`src/adv_timer_pkg.sv`:
```
`default_nettype none
package adv_timer_pkg;
   localparam logic [7:0]  CTRL_ONE_OFF   = 8'h00;
   localparam logic [7:0]  CTRL_TWO_OFF   = 8'h04;
   localparam logic [15:0] CTRL_ONE_RST   = 16'h0000;
   localparam logic [15:0] CTRL_TWO_RST   = 16'h0000;
   localparam logic [15:0] CTRL_ONE_MASK  = 16'h03ff;
   localparam logic [15:0] CTRL_TWO_MASK  = 16'h7ffd;
   localparam logic [3:0]  BE_HALF        = 4'h3;
   localparam logic [3:0]  BE_WORD        = 4'hf;
   // Counter control one fields
   localparam int CKD_LSB  = 8;
   localparam int RELOAD_BUFFER_ENABLE_BIT = 7;
   localparam int CMS_LSB  = 5;
   localparam int DIR_BIT  = 4;
   localparam int OPM_BIT  = 3;
   localparam int URS_BIT  = 2;
   localparam int UPDATE_DISABLE_BIT = 1;
   localparam int CEN_BIT  = 0;
   // Counter control two fields; idle bits 8 to 14 are main1,comp1,main2,comp2,main3,comp3,main4
   localparam int OIS_LSB  = 8;
   localparam int OIS_MSB  = 14;
   localparam int INPUT_COMBINE_SELECT_BIT = 7;
   localparam int MMS_LSB  = 4;
   localparam int CHANNEL_DMA_SELECT_BIT = 3;
   localparam int COMMUTATION_SOURCE_SELECT_BIT = 2;
   localparam int CONTROL_PRELOAD_ENABLE_BIT = 0;
   localparam logic [1:0] ALIGN_EDGE = 2'h0;
   localparam logic [1:0] ALIGN_DOWN = 2'h1;
   localparam logic [1:0] ALIGN_UP   = 2'h2;
   localparam logic [1:0] ALIGN_BOTH = 2'h3;
   localparam logic [1:0] DIV_BY1    = 2'h0;
   localparam logic [1:0] DIV_BY2    = 2'h1;
   localparam logic [1:0] LOCK_OFF   = 2'h0;
   localparam logic [2:0] TRIGGER_OUTPUT_RESET  = 3'h0;
   localparam logic [2:0] TRIGGER_OUTPUT_ENABLE = 3'h1;
   localparam logic [2:0] TRIGGER_OUTPUT_UPDATE = 3'h2;
   localparam logic [2:0] TRIGGER_OUTPUT_PULSE  = 3'h3;
   localparam int DEAD_TICKS_DEF = 4;
   typedef enum logic [2:0] {
      OUT_ACTIVE = 3'b001,
      OUT_DEAD   = 3'b010,
      OUT_IDLE   = 3'b100
   } out_state_e;
endpackage : adv_timer_pkg
`default_nettype wire

```
`src/adv_timer_control_regs.sv`:
```
// Function
// - In debug halt the counter runs or freezes per the freeze bit.
// - Clock-divide field gives sample period of one, two or four clocks.
// - Reload value applies directly, or at update when buffering is on.
// - Alignment selects edge or center counting and when compare flags fire.
// - Direction bit selects down; read-only hardware direction in center/encoder.
// - Single-pulse mode clears the counter enable at the next update, unless a trigger start comes in that same cycle.
// - Update-source bit limits update requests to overflow or underflow.
// - Update enabled: wrap, software or slave update loads buffered values.
// - Update disabled: shadows kept, but counter still reinitialised.
// - Software enables counting; trigger mode sets the enable in hardware.
// - Complementary idle bits set comp level after dead-time, outputs off.
// - Main idle bits set main level when outputs off; channels one to three after dead-time, four at once.
// - Idle-level writes ignored while any lock level is programmed.
// - Combine bit makes channel input one the XOR of three pins.
// - Source 000 outputs software update; slave reset appears one cycle late.
// - Source 001 outputs internal enable; the gate part is one cycle late whatever the delay mode.
// - Source 010 outputs update; 011 pulses on each channel-one event.
// - Sources 100 to 111 output compare references of channels one to four.
// - Channel DMA requests follow own event, or update when selected.
// - Preloaded channel controls load at commutation; trigger edge optional.
// - Delay mode retimes trigger effects to align with slave timers.
`timescale 1ns/1ps
`default_nettype none
module adv_timer_control_regs
   import adv_timer_pkg::*;
#(
   parameter int DEAD_TICKS = DEAD_TICKS_DEF,
   parameter int CTRL_W     = 12
) (
   input  wire logic              sys_clk,
   input  wire logic              rst,
   input  wire logic              reg_wr,
   input  wire logic              reg_rd,
   input  wire logic [7:0]        reg_addr,
   input  wire logic [3:0]        reg_be,
   input  wire logic [31:0]       reg_wdata,
   output logic      [31:0]       reg_rdata,
   input  wire logic              debug_halt,
   input  wire logic              debug_freeze_bit,
   input  wire logic              trigger_input,
   input  wire logic [2:0]        chan_pin,
   input  wire logic              counter_wrap,
   input  wire logic              update_generate_request,
   input  wire logic              slave_update,
   input  wire logic              slave_trigger_start,
   input  wire logic              gated_active,
   input  wire logic              encoder_mode,
   input  wire logic              hw_dir_down,
   input  wire logic              master_slave_delay,
   input  wire logic [1:0]        lock_level,
   input  wire logic              main_output_enable,
   input  wire logic [3:0]        chan_main_wave,
   input  wire logic [2:0]        chan_comp_wave,
   input  wire logic [3:0]        channel_event,
   input  wire logic [3:0]        compare_reference,
   input  wire logic              commutation_generate,
   input  wire logic              arr_wr,
   input  wire logic [15:0]       arr_wdata,
   input  wire logic              cc_ctrl_wr,
   input  wire logic [CTRL_W-1:0] cc_ctrl_wdata,
   output logic                   count_run,
   output logic                   count_down,
   output logic                   compare_flag_enable,
   output logic                   dts_tick,
   output logic                   update_event,
   output logic                   update_irq_req,
   output logic                   counter_reinit,
   output logic                   channel_in_one,
   output logic      [3:0]        channel_dma_req,
   output logic                   commutation_event,
   output logic      [15:0]       auto_reload_value,
   output logic      [CTRL_W-1:0] cc_ctrl_active,
   output logic      [3:0]        main_out_pin,
   output logic      [2:0]        comp_out_pin,
   output logic                   trigger_output
);
   logic [15:0] ctrl_one_q, ctrl_two_q;
   logic [15:0] ctrl_one_d, ctrl_two_d;
   logic [5:0]  pins_s;
   logic        halt_s, freeze_s, trig_s;
   logic [2:0]  chan_s;
   logic        trig_d1_q, trig_rise, trig_eff, trig_rise_d1_q;
   logic        gate_d1_q, slave_upd_d1_q;
   logic [15:0] arr_pre_q;
   out_state_e  ost_q, ost_d;
   logic [7:0]  dead_cnt_q;

   pin_sync #(.W(6)) u_sync (
      .sys_clk  (sys_clk),
      .rst      (rst),
      .async_in ({debug_halt, debug_freeze_bit, trigger_input, chan_pin}),
      .sync_out (pins_s)
   );
   assign {halt_s, freeze_s, trig_s, chan_s} = pins_s;

   // Sample clock divider
   // sample period
   dts_divider u_dts (
      .sys_clk     (sys_clk),
      .rst         (rst),
      .divide_code (ctrl_one_q[CKD_LSB+:2]),
      .dts_tick    (dts_tick)
   );

   // Field decode
   wire       buf_en    = ctrl_one_q[RELOAD_BUFFER_ENABLE_BIT];
   wire [1:0] align     = ctrl_one_q[CMS_LSB+:2];
   wire       single_pulse_mode       = ctrl_one_q[OPM_BIT];
   wire       update_source_select       = ctrl_one_q[URS_BIT];
   wire       update_disable      = ctrl_one_q[UPDATE_DISABLE_BIT];
   wire       counter_enable_bit       = ctrl_one_q[CEN_BIT];
   wire [6:0] idle_lvl  = ctrl_two_q[OIS_MSB:OIS_LSB];
   wire       combine   = ctrl_two_q[INPUT_COMBINE_SELECT_BIT];
   wire [2:0] trigger_output_src  = ctrl_two_q[MMS_LSB+:3];
   wire       dma_sel   = ctrl_two_q[CHANNEL_DMA_SELECT_BIT];
   wire       comm_sel  = ctrl_two_q[COMMUTATION_SOURCE_SELECT_BIT];
   wire       ctrl_pre  = ctrl_two_q[CONTROL_PRELOAD_ENABLE_BIT];
   wire       hw_dir    = (align != ALIGN_EDGE) || encoder_mode;
   wire       wr_ok     = reg_wr && (reg_be == BE_HALF || reg_be == BE_WORD);
   wire       wr_one    = wr_ok && reg_addr == CTRL_ONE_OFF;
   wire       wr_two    = wr_ok && reg_addr == CTRL_TWO_OFF;
   wire       locked    = lock_level != LOCK_OFF;

   // Trigger edge, retimed by one cycle in delay mode
   // trigger retiming
   assign trig_rise = trig_s && !trig_d1_q;
   assign trig_eff  = master_slave_delay ? trig_rise_d1_q : trig_rise;

   // Update generation
   wire upd_any = counter_wrap || update_generate_request || slave_update;
   assign update_event   = !update_disable && upd_any;
   assign update_irq_req = update_event && (!update_source_select || counter_wrap);
   assign counter_reinit = update_generate_request || slave_update;

   wire gate_eff = master_slave_delay ? gate_d1_q : gated_active;
   wire int_en   = counter_enable_bit || gate_eff;
   assign count_run = int_en && !(halt_s && freeze_s);

   assign count_down = hw_dir ? hw_dir_down : ctrl_one_q[DIR_BIT];

   assign compare_flag_enable = (align == ALIGN_EDGE) || (align == ALIGN_BOTH) ||
                                (align == ALIGN_DOWN && count_down) ||
                                (align == ALIGN_UP && !count_down);

   assign channel_in_one = combine ? ^chan_s : chan_s[0];

   assign channel_dma_req = dma_sel ? {4{update_event}} : channel_event;

   assign commutation_event = commutation_generate || (comm_sel && trig_eff);

   // Register next values
   always_comb begin
      ctrl_one_d = ctrl_one_q;
      ctrl_two_d = ctrl_two_q;
      if (wr_one) begin
         ctrl_one_d = reg_wdata[15:0] & CTRL_ONE_MASK;
         if (hw_dir)
            ctrl_one_d[DIR_BIT] = ctrl_one_q[DIR_BIT];
      end
      if (single_pulse_mode && update_event)
         ctrl_one_d[CEN_BIT] = 1'b0;
      if (slave_trigger_start)
         ctrl_one_d[CEN_BIT] = 1'b1;
      if (wr_two) begin
         ctrl_two_d = reg_wdata[15:0] & CTRL_TWO_MASK;
         if (locked)
            ctrl_two_d[OIS_MSB:OIS_LSB] = idle_lvl;
      end
   end

   always_ff @(posedge sys_clk or posedge rst) begin
      if (rst) begin
         ctrl_one_q <= CTRL_ONE_RST;
         ctrl_two_q <= CTRL_TWO_RST;
      end else begin
         ctrl_one_q <= ctrl_one_d;
         ctrl_two_q <= ctrl_two_d;
      end
   end

   // Read data holds the live direction; byte lanes are picked by the master
   wire [15:0] rd_one = {ctrl_one_q[15:DIR_BIT+1], count_down, ctrl_one_q[DIR_BIT-1:0]};
   wire [15:0] rd_sel = (reg_addr == CTRL_ONE_OFF) ? rd_one :
                        (reg_addr == CTRL_TWO_OFF) ? ctrl_two_q : 16'h0000;
   always_ff @(posedge sys_clk or posedge rst) begin
      if (rst)
         reg_rdata <= 32'h0000_0000;
      else if (reg_rd)
         reg_rdata <= {16'h0000, rd_sel};
   end

   // Delay stages for trigger and slave events
   always_ff @(posedge sys_clk or posedge rst) begin
      if (rst) begin
         trig_d1_q      <= 1'b0;
         trig_rise_d1_q <= 1'b0;
         gate_d1_q      <= 1'b0;
         slave_upd_d1_q <= 1'b0;
      end else begin
         trig_d1_q      <= trig_s;
         trig_rise_d1_q <= trig_rise;
         gate_d1_q      <= gated_active;
         slave_upd_d1_q <= slave_update;
      end
   end

   // Reload value; the preload copy is what software writes
   // reload buffering
   always_ff @(posedge sys_clk or posedge rst) begin
      if (rst) begin
         arr_pre_q         <= 16'h0000;
         auto_reload_value <= 16'h0000;
      end else begin
         if (arr_wr)
            arr_pre_q <= arr_wdata;
         if (arr_wr && !buf_en)
            auto_reload_value <= arr_wdata;
         else if (buf_en && update_event)
            auto_reload_value <= arr_wr ? arr_wdata : arr_pre_q;
      end
   end

   // Channel control preload
   logic [CTRL_W-1:0] cc_pre_q;
   always_ff @(posedge sys_clk or posedge rst) begin
      if (rst) begin
         cc_pre_q       <= '0;
         cc_ctrl_active <= '0;
      end else begin
         if (cc_ctrl_wr)
            cc_pre_q <= cc_ctrl_wdata;
         if (cc_ctrl_wr && !ctrl_pre)
            cc_ctrl_active <= cc_ctrl_wdata;
         else if (ctrl_pre && commutation_event)
            cc_ctrl_active <= cc_ctrl_wr ? cc_ctrl_wdata : cc_pre_q;
      end
   end

   // Trigger output source
   logic trigger_output_d;
   always_comb begin
      case (trigger_output_src)
         TRIGGER_OUTPUT_RESET:  trigger_output_d = update_generate_request || slave_upd_d1_q;
         TRIGGER_OUTPUT_ENABLE: trigger_output_d = counter_enable_bit || gate_d1_q;
         TRIGGER_OUTPUT_UPDATE: trigger_output_d = update_event;
         TRIGGER_OUTPUT_PULSE:  trigger_output_d = channel_event[0];
         default:     trigger_output_d = compare_reference[trigger_output_src[1:0]];
      endcase
   end
   always_ff @(posedge sys_clk or posedge rst) begin
      if (rst)
         trigger_output <= 1'b0;
      else
         trigger_output <= trigger_output_d;
   end

   // Output idle sequencing: both legs go inactive for the dead-time first,
   // so a pair never drives its idle levels through a shoot-through window
   always_comb begin
      case (ost_q)
         OUT_ACTIVE: ost_d = main_output_enable ? OUT_ACTIVE :
                             (DEAD_TICKS == 0) ? OUT_IDLE : OUT_DEAD;
         OUT_DEAD:   ost_d = main_output_enable ? OUT_ACTIVE :
                             (dts_tick && dead_cnt_q == 8'h01) ? OUT_IDLE : OUT_DEAD;
         OUT_IDLE:   ost_d = main_output_enable ? OUT_ACTIVE : OUT_IDLE;
         default:    ost_d = OUT_IDLE;
      endcase
   end
   always_ff @(posedge sys_clk or posedge rst) begin
      if (rst) begin
         ost_q      <= OUT_IDLE;
         dead_cnt_q <= 8'h00;
      end else begin
         ost_q <= ost_d;
         if (ost_q == OUT_ACTIVE)
            dead_cnt_q <= 8'(DEAD_TICKS);
         else if (ost_q == OUT_DEAD && dts_tick)
            dead_cnt_q <= dead_cnt_q - 8'h01;
      end
   end

   genvar ch;
   generate
      for (ch = 0; ch < 4; ch++) begin : g_out
         logic main_d;
         assign main_d = (ost_q == OUT_ACTIVE) ? chan_main_wave[ch] :
                         (ch < 3 && ost_q == OUT_DEAD) ? 1'b0 : idle_lvl[2*ch];
         always_ff @(posedge sys_clk or posedge rst) begin
            if (rst)
               main_out_pin[ch] <= 1'b0;
            else
               main_out_pin[ch] <= main_d;
         end
         if (ch < 3) begin : g_comp
            logic comp_d;
            assign comp_d = (ost_q == OUT_ACTIVE) ? chan_comp_wave[ch] :
                            (ost_q == OUT_DEAD) ? 1'b0 : idle_lvl[2*ch+1];
            always_ff @(posedge sys_clk or posedge rst) begin
               if (rst)
                  comp_out_pin[ch] <= 1'b0;
               else
                  comp_out_pin[ch] <= comp_d;
            end
         end
      end
   endgenerate
endmodule : adv_timer_control_regs
`default_nettype wire

```
`src/pin_sync.sv`:
```
`timescale 1ns/1ps
`default_nettype none
module pin_sync #(
   parameter int W = 1
) (
   input  wire logic         sys_clk,
   input  wire logic         rst,
   input  wire logic [W-1:0] async_in,
   output logic      [W-1:0] sync_out
);
   logic [W-1:0] meta_q;
   always_ff @(posedge sys_clk or posedge rst) begin
      if (rst) begin
         meta_q   <= '0;
         sync_out <= '0;
      end else begin
         meta_q   <= async_in;
         sync_out <= meta_q;
      end
   end
endmodule : pin_sync
`default_nettype wire

```
`src/dts_divider.sv`:
```
`timescale 1ns/1ps
`default_nettype none
module dts_divider
   import adv_timer_pkg::*;
(
   input  wire logic       sys_clk,
   input  wire logic       rst,
   input  wire logic [1:0] divide_code,
   output logic            dts_tick
);
   logic [1:0] cnt_q;
   logic [1:0] limit;
   // Reserved code falls back to the slowest rate
   assign limit = (divide_code == DIV_BY1) ? 2'h0 :
                  (divide_code == DIV_BY2) ? 2'h1 : 2'h3;
   always_ff @(posedge sys_clk or posedge rst) begin
      if (rst) begin
         cnt_q    <= 2'h0;
         dts_tick <= 1'b0;
      end else begin
         cnt_q    <= (cnt_q >= limit) ? 2'h0 : cnt_q + 2'h1;
         dts_tick <= (cnt_q >= limit);
      end
   end
endmodule : dts_divider
`default_nettype wire

```
`config.mk`:
```
export PLATFORM = sky130hd
export DESIGN_NAME = adv_timer_control_regs
export DESIGN_NICKNAME = d
export VERILOG_FILES = /design/src/adv_timer_pkg.sv /design/src/adv_timer_control_regs.sv /design/src/pin_sync.sv /design/src/dts_divider.sv
export SDC_FILE = /design/constraint.sdc
export NUM_CORES = 1
export LEC_CHECK = 0
export BUFFER_PORTS_ARGS = -buffer_cell sky130_fd_sc_hd__buf_2
export CAP_MARGIN = 20
export CELL_PAD_IN_SITES_DETAIL_PLACEMENT = 2
export CELL_PAD_IN_SITES_GLOBAL_PLACEMENT = 2
export CORE_UTILIZATION = 25
export CTS_BUF_LIST = sky130_fd_sc_hd__clkbuf_8
export DETAILED_ROUTE_END_ITERATION = 8
export PLACE_DENSITY_LB_ADDON = 0.1
export SLEW_MARGIN = 20
export SYNTH_ARGS = -nofsm -noshare
export SYNTH_HDL_FRONTEND = slang
export SYNTH_SLANG_ARGS = --single-unit
```
`constraint.sdc`:
```
create_clock -name sys_clk -period 4.7 [get_ports sys_clk]
set_input_delay 0.705 -clock sys_clk [delete_from_list [all_inputs] [get_ports sys_clk]]
set_output_delay 0.705 -clock sys_clk [all_outputs]
set_load 0.01 [all_outputs]
```
# Word level (Yosys, flattened, before mapping)
# Index checks and enable logic that the tools add are counted.
# op_classes
add_sub_neg	2
n_lt_le_gt_ge	2
eq_ne	14
n_mux	42
bitwise_logic	2
n_reduce_logical	51
# ops
cell	n
16-bit 2-to-1 mux	3
12-bit 2-to-1 mux	3
15-bit 2-to-1 mux	2
1-bit 2-to-1 mux	21
1-bit logical AND	18
8-bit 2-to-1 mux	2
1-bit logical OR	13
2-bit nonzero test	5
3-bit by 2-bit == test with 1-bit output (second input constant)	3
3-bit 2-to-1 mux	3
3-bit one-hot mux with 3 select lines	1
8-bit by 1-bit == test with 1-bit output (second input constant)	1
8-bit by 3-bit == test with 1-bit output (second input constant)	1
8-bit zero test	1
2-bit 2-to-1 mux	4
8-bit by 1-bit subtractor with 8-bit output (second input constant)	1
1-bit zero test	7
3-bit by 1-bit == test with 1-bit output (second input constant)	2
2-bit by 1-bit == test with 1-bit output (second input constant)	2
2-bit == test (second input constant)	2
4-bit by 2-bit == test with 1-bit output (second input constant)	1
4-bit == test (second input constant)	1
2-bit zero test	2
4-bit 2-to-1 mux	1
11 further kinds	13
# word_totals
register_bits	134
in_bits	111

# Depth between registers and ports, before layout
# logic_depth
depth_word	8
mapped_depth	6
ltp_nobuf	6

# Hierarchy
# Synthesis repeated with hierarchy kept, for this count alone.
# hier_totals
cells_unflattened	436
hier_area_um2	5705.5
# by_module_without_submodules
module	instances	cells_each	area_each_um2
adv_timer_control_regs	1	409	5233.8
pin_sync	1	13	304.0
dts_divider	1	14	167.7

# Worst setup path before layout
# OpenSTA, ideal clock, no wires.
# synth_timing
path_kind	input port to flip-flop
from	in reg_addr[5]
to	reg ctrl_two_q[10]
t_arrival_ns	2.402
required_ns	4.575
path_slack_ns	2.173
stages	5
path_buffers	1
path_cell_list	or4_4 -> nor4bb_1 -> buf_2 -> nor4b_4 -> mux2_2
# synth_between
elab_chain_len	3
# synth_rtl
element	line_no	source
start: declaration	adv_timer_control_regs.sv:35	input wire logic [7:0] reg_addr,
8-bit by 3-bit == test with 1-bit output	adv_timer_control_regs.sv:122	wire wr_two = wr_ok && reg_addr == CTRL_TWO_OFF;
1-bit logical AND	adv_timer_control_regs.sv:122	
2-bit AND reduction (no source line)	--	
end signal: assignment	adv_timer_control_regs.sv:178	ctrl_two_q <= ctrl_two_d;
end: declaration	adv_timer_control_regs.sv:78	logic [15:0] ctrl_one_q, ctrl_two_q;
# No other way between the ends.
# A chain may end at the register's enable or synchronous reset.

# Final worst setup path
# layout_timing
from	reg ctrl_one_q[5]
to	out compare_flag_enable
# layout_between
elab_chain_len	6
word_cells_on_any_way	13
# layout_rtl
element	line_no	source
start: declaration	adv_timer_control_regs.sv:78	
start signal: assignment	adv_timer_control_regs.sv:177	ctrl_one_q <= ctrl_one_d;
2-bit nonzero test	adv_timer_control_regs.sv:119	wire hw_dir = (align != ALIGN_EDGE) || encoder_mode;
1-bit logical OR	adv_timer_control_regs.sv:119	
1-bit 2-to-1 mux	adv_timer_control_regs.sv:140	assign count_down = hw_dir ? hw_dir_down : ctrl_one_q[DIR_BIT];
1-bit logical AND or 1-bit zero test (tied branches)	adv_timer_control_regs.sv:143, adv_timer_control_regs.sv:144	
1-bit logical OR or 1-bit logical AND (tied branches)	adv_timer_control_regs.sv:142, adv_timer_control_regs.sv:144	
1-bit logical OR (*)	adv_timer_control_regs.sv:143	(align == ALIGN_DOWN && count_down) ||
end: declaration	adv_timer_control_regs.sv:64	output logic compare_flag_enable,
# Mark *: on every way between the ends. The rest lies on a longest branch, timed or not.

==> results_dict.tcl <==
set metrics [dict create \
    hpwl_mm 10.4 \
    drive_gt1_share_pct 47.8 \
    worst_slack_ps 1960 \
    period_minus_slack_ps 2740 \
    die_x_um 151 \
    area_growth_pct 26.5 \
    ctsResizeCount 0 \
    antenna_found_initial 1 \
    grt_max_degree 109 \
    synth_top_family_by_area "multiplexers" \
    drc 0 \
    cp-start-kind "register" \
    fin_crit_sh_pct 58.3 \
    numPortBuffers 157 \
    path_class "reg -> out" \
    clock_latency_ps 450 \
    final_common_cell "buf_2" \
    layout_common_cells "buf_2 (157), dfrtp_1 (132), mux2_2 (84), nor2_1 (25), inv_1 (18)" \
    vdd_drop_max_mv 0.156 \
    drtAntennaViolNets 0 \
    cts_root_buffer "clkbuf_8" \
    overflow 0 \
    postCtsSetupRepairBufs 0 \
    rsz0062_at_grt "no" \
    ios 192 \
    hp-class "in -> async" \
    synthArstFlopShare_pct 100 \
    maxCapViolCount 0 \
    cts_tree "built" \
    finalHoldViolCount 0 \
    ys_seq_elements 133 \
    num_vias 3839 \
    die_area_um2 22800 \
    netlist_instances 424 \
    diodes 0 \
    crit_required_ps 3990 \
    h-tree-depth 4 \
    fp-row-count 54 \
    muxShareOfSynthArea_pct 17.6 \
    cpPeakStageDelay_ps 420 \
    cts_buffers 17 \
    synth_edf_count 0 \
    clockBufferDepth 2 \
    first_pass_iters 4 \
    wire_per_inst_um 16.3 \
    crit_slowest_cell "dfrtp_1" \
    nets 705 \
    grtUsageTotal_pct 13.1 \
    synth-compound-area-share_pct 7.13 \
    ctsHoldBuffers 0 \
    synthAdderAreaFrac_pct 1.57 \
    syn_area_um2 5560 \
    slew_violations 0 \
    n_fill_cell 2361 \
    path_max_fanout 4 \
    place_congestion 0.687 \
    p_leak_nw 3.34 \
    first_global_vias 4121 \
    drtIter0Drc 99 \
    coreArea_um2 21800 \
    via_per_inst 4.36 \
    fin_util_pct 32.2 \
    synth-simple-area-share_pct 7.58 \
    clock-sinks 133 \
    slew_headroom_pct 45.2 \
    dp_cells 847 \
    final_area_um2 7030 \
    worst_pin_slew_ps 820 \
    yosysWarnings 0 \
    post-place-ws_ps 1500 \
    setup_violations 0 \
    power_mw 2.72 \
    tns_ps 0 \
    worst_hold_slack_ps 193 \
    grt_pass1_wl_mm 22.4 \
    die_y_um 151 \
    p_per_area_nw_per_um2 386 \
    synth_xor_area_share_pct 1.42 \
    arrival_ps 2030 \
    routed_wl_mm 14.3 \
    status "complete, no violations" \
    endpoint_kind "output port" \
    worstPathCellList "inv_1 > ha_1 > nor2b_1 > mux2_2 > mux2i_1 > nand2_1 > buf_2" \
    fmax_ghz 0.365 \
    initial_core_util_pct 25.5 \
    syn_avg_cell_area_um2 13.1 \
    stdcell_count 880 \
    placed_area_um2 6610 \
    fin_skew_ps 12.8 \
    path_clk_slew_ps 90 \
    yosysSeqAreaShare_pct 59.9 \
    yosysUniqueCellTypes 46 \
    ys.flop_type "dfrtp_1" \
]
## synth_stat cells (3+ instances only)
cell	number	area [um2]
nand2_1	8	30.0
mux2_2	84	946
clkbuf_1	13	48.8
nand3b_1	3	22.5
dfrtp_1	132	3300
nand3_1	7	35.0
buf_4	17	128
nor3_1	6	30.0
ha_1	7	87.6
a22o_1	12	105
nor2b_1	7	43.8
or2_2	3	18.8
o21ai_0	11	55.1
xnor2_1	7	61.3
a22oi_1	9	67.6
inv_1	19	71.3
nor2_1	25	93.8
a21oi_1	15	75.1
or4_1	3	22.5
## layout make-up
| cell class | instances | area [um2] | area share [%] |
|---|---|---|---|
| Inverter | 19 | 76.3 | 1.09 |
| Multi-Input combinational cell | 254 | 2040 | 29.0 |
| Tap cell | 280 | 350 | 4.98 |
| Clock buffer | 17 | 234 | 3.33 |
| Timing Repair Buffer | 162 | 843 | 12.0 |
| Clock inverter | 15 | 158 | 2.24 |
| Sequential cell | 133 | 3330 | 47.3 |
## routing by layer
metal	global-route usage [%]	routed length, um
met4	4.80	191
met1	15.4	5860
met5	0	17
met2	21.9	7200
met3	4.64	1040
## critical path, delay by kind of cell, from the launching register on
kind	cells	cell delay (ps)
adder cells (fa/ha/maj)	1	150
buffers and inverters	2	230
flip-flops	1	420
multiplexers	2	540
AND/OR/NAND/NOR	2	240
## cell families after synthesis
logic type | Yosys count
DFF | 133
xor gates and xnor gates | 9
and+or+nand+nor | 76
other | 1
buffers and inverters | 53
muxes | 86
AOI/OAI and AO/OA | 59
adders and majority gates | 7
## report_power, final
group	switching (mW)	internal [mW]	total (mW)	leakage, nW
combinational	0.226	0.203	0.429	1.48
sequential	0.0770	1.26	1.33	1.66
clock	0.551	0.403	0.954	0.199
## path summary, 6_finish.rpt
check / start / end / slack, ps / depth (start not counted)
setup / recovery: ctrl_one_q[5] / compare_flag_enable / 1960 / 7
hold / removal: rst / cc_ctrl_active[8] / 190 / 2
setup reg to reg: dead_cnt_q[2] / ost_q[2] / 2750 / 3
hold reg to reg: u_sync.meta_q[0] / u_sync.sync_out[0] / 360 / 0
max in group asynchronous: rst / reg_rdata[2] / 3390 / 4
min in group sys_clk: u_sync.meta_q[0] / u_sync.sync_out[0] / 360 / 0
## sequential cells by signal, indices dropped and copies added (netlist names), 3 cells and up
register and cells:
arr_pre_q 16, auto_reload_value 16, reg_rdata 15, ctrl_two_q 14, cc_ctrl_active 12, cc_pre_q 12
ctrl_one_q 10, dead_cnt_q 8, u_sync.meta_q 6, u_sync.sync_out 6, main_out_pin 4, comp_out_pin 3
ost_q 3
Note: power is estimated with default switching activity, not from simulation.
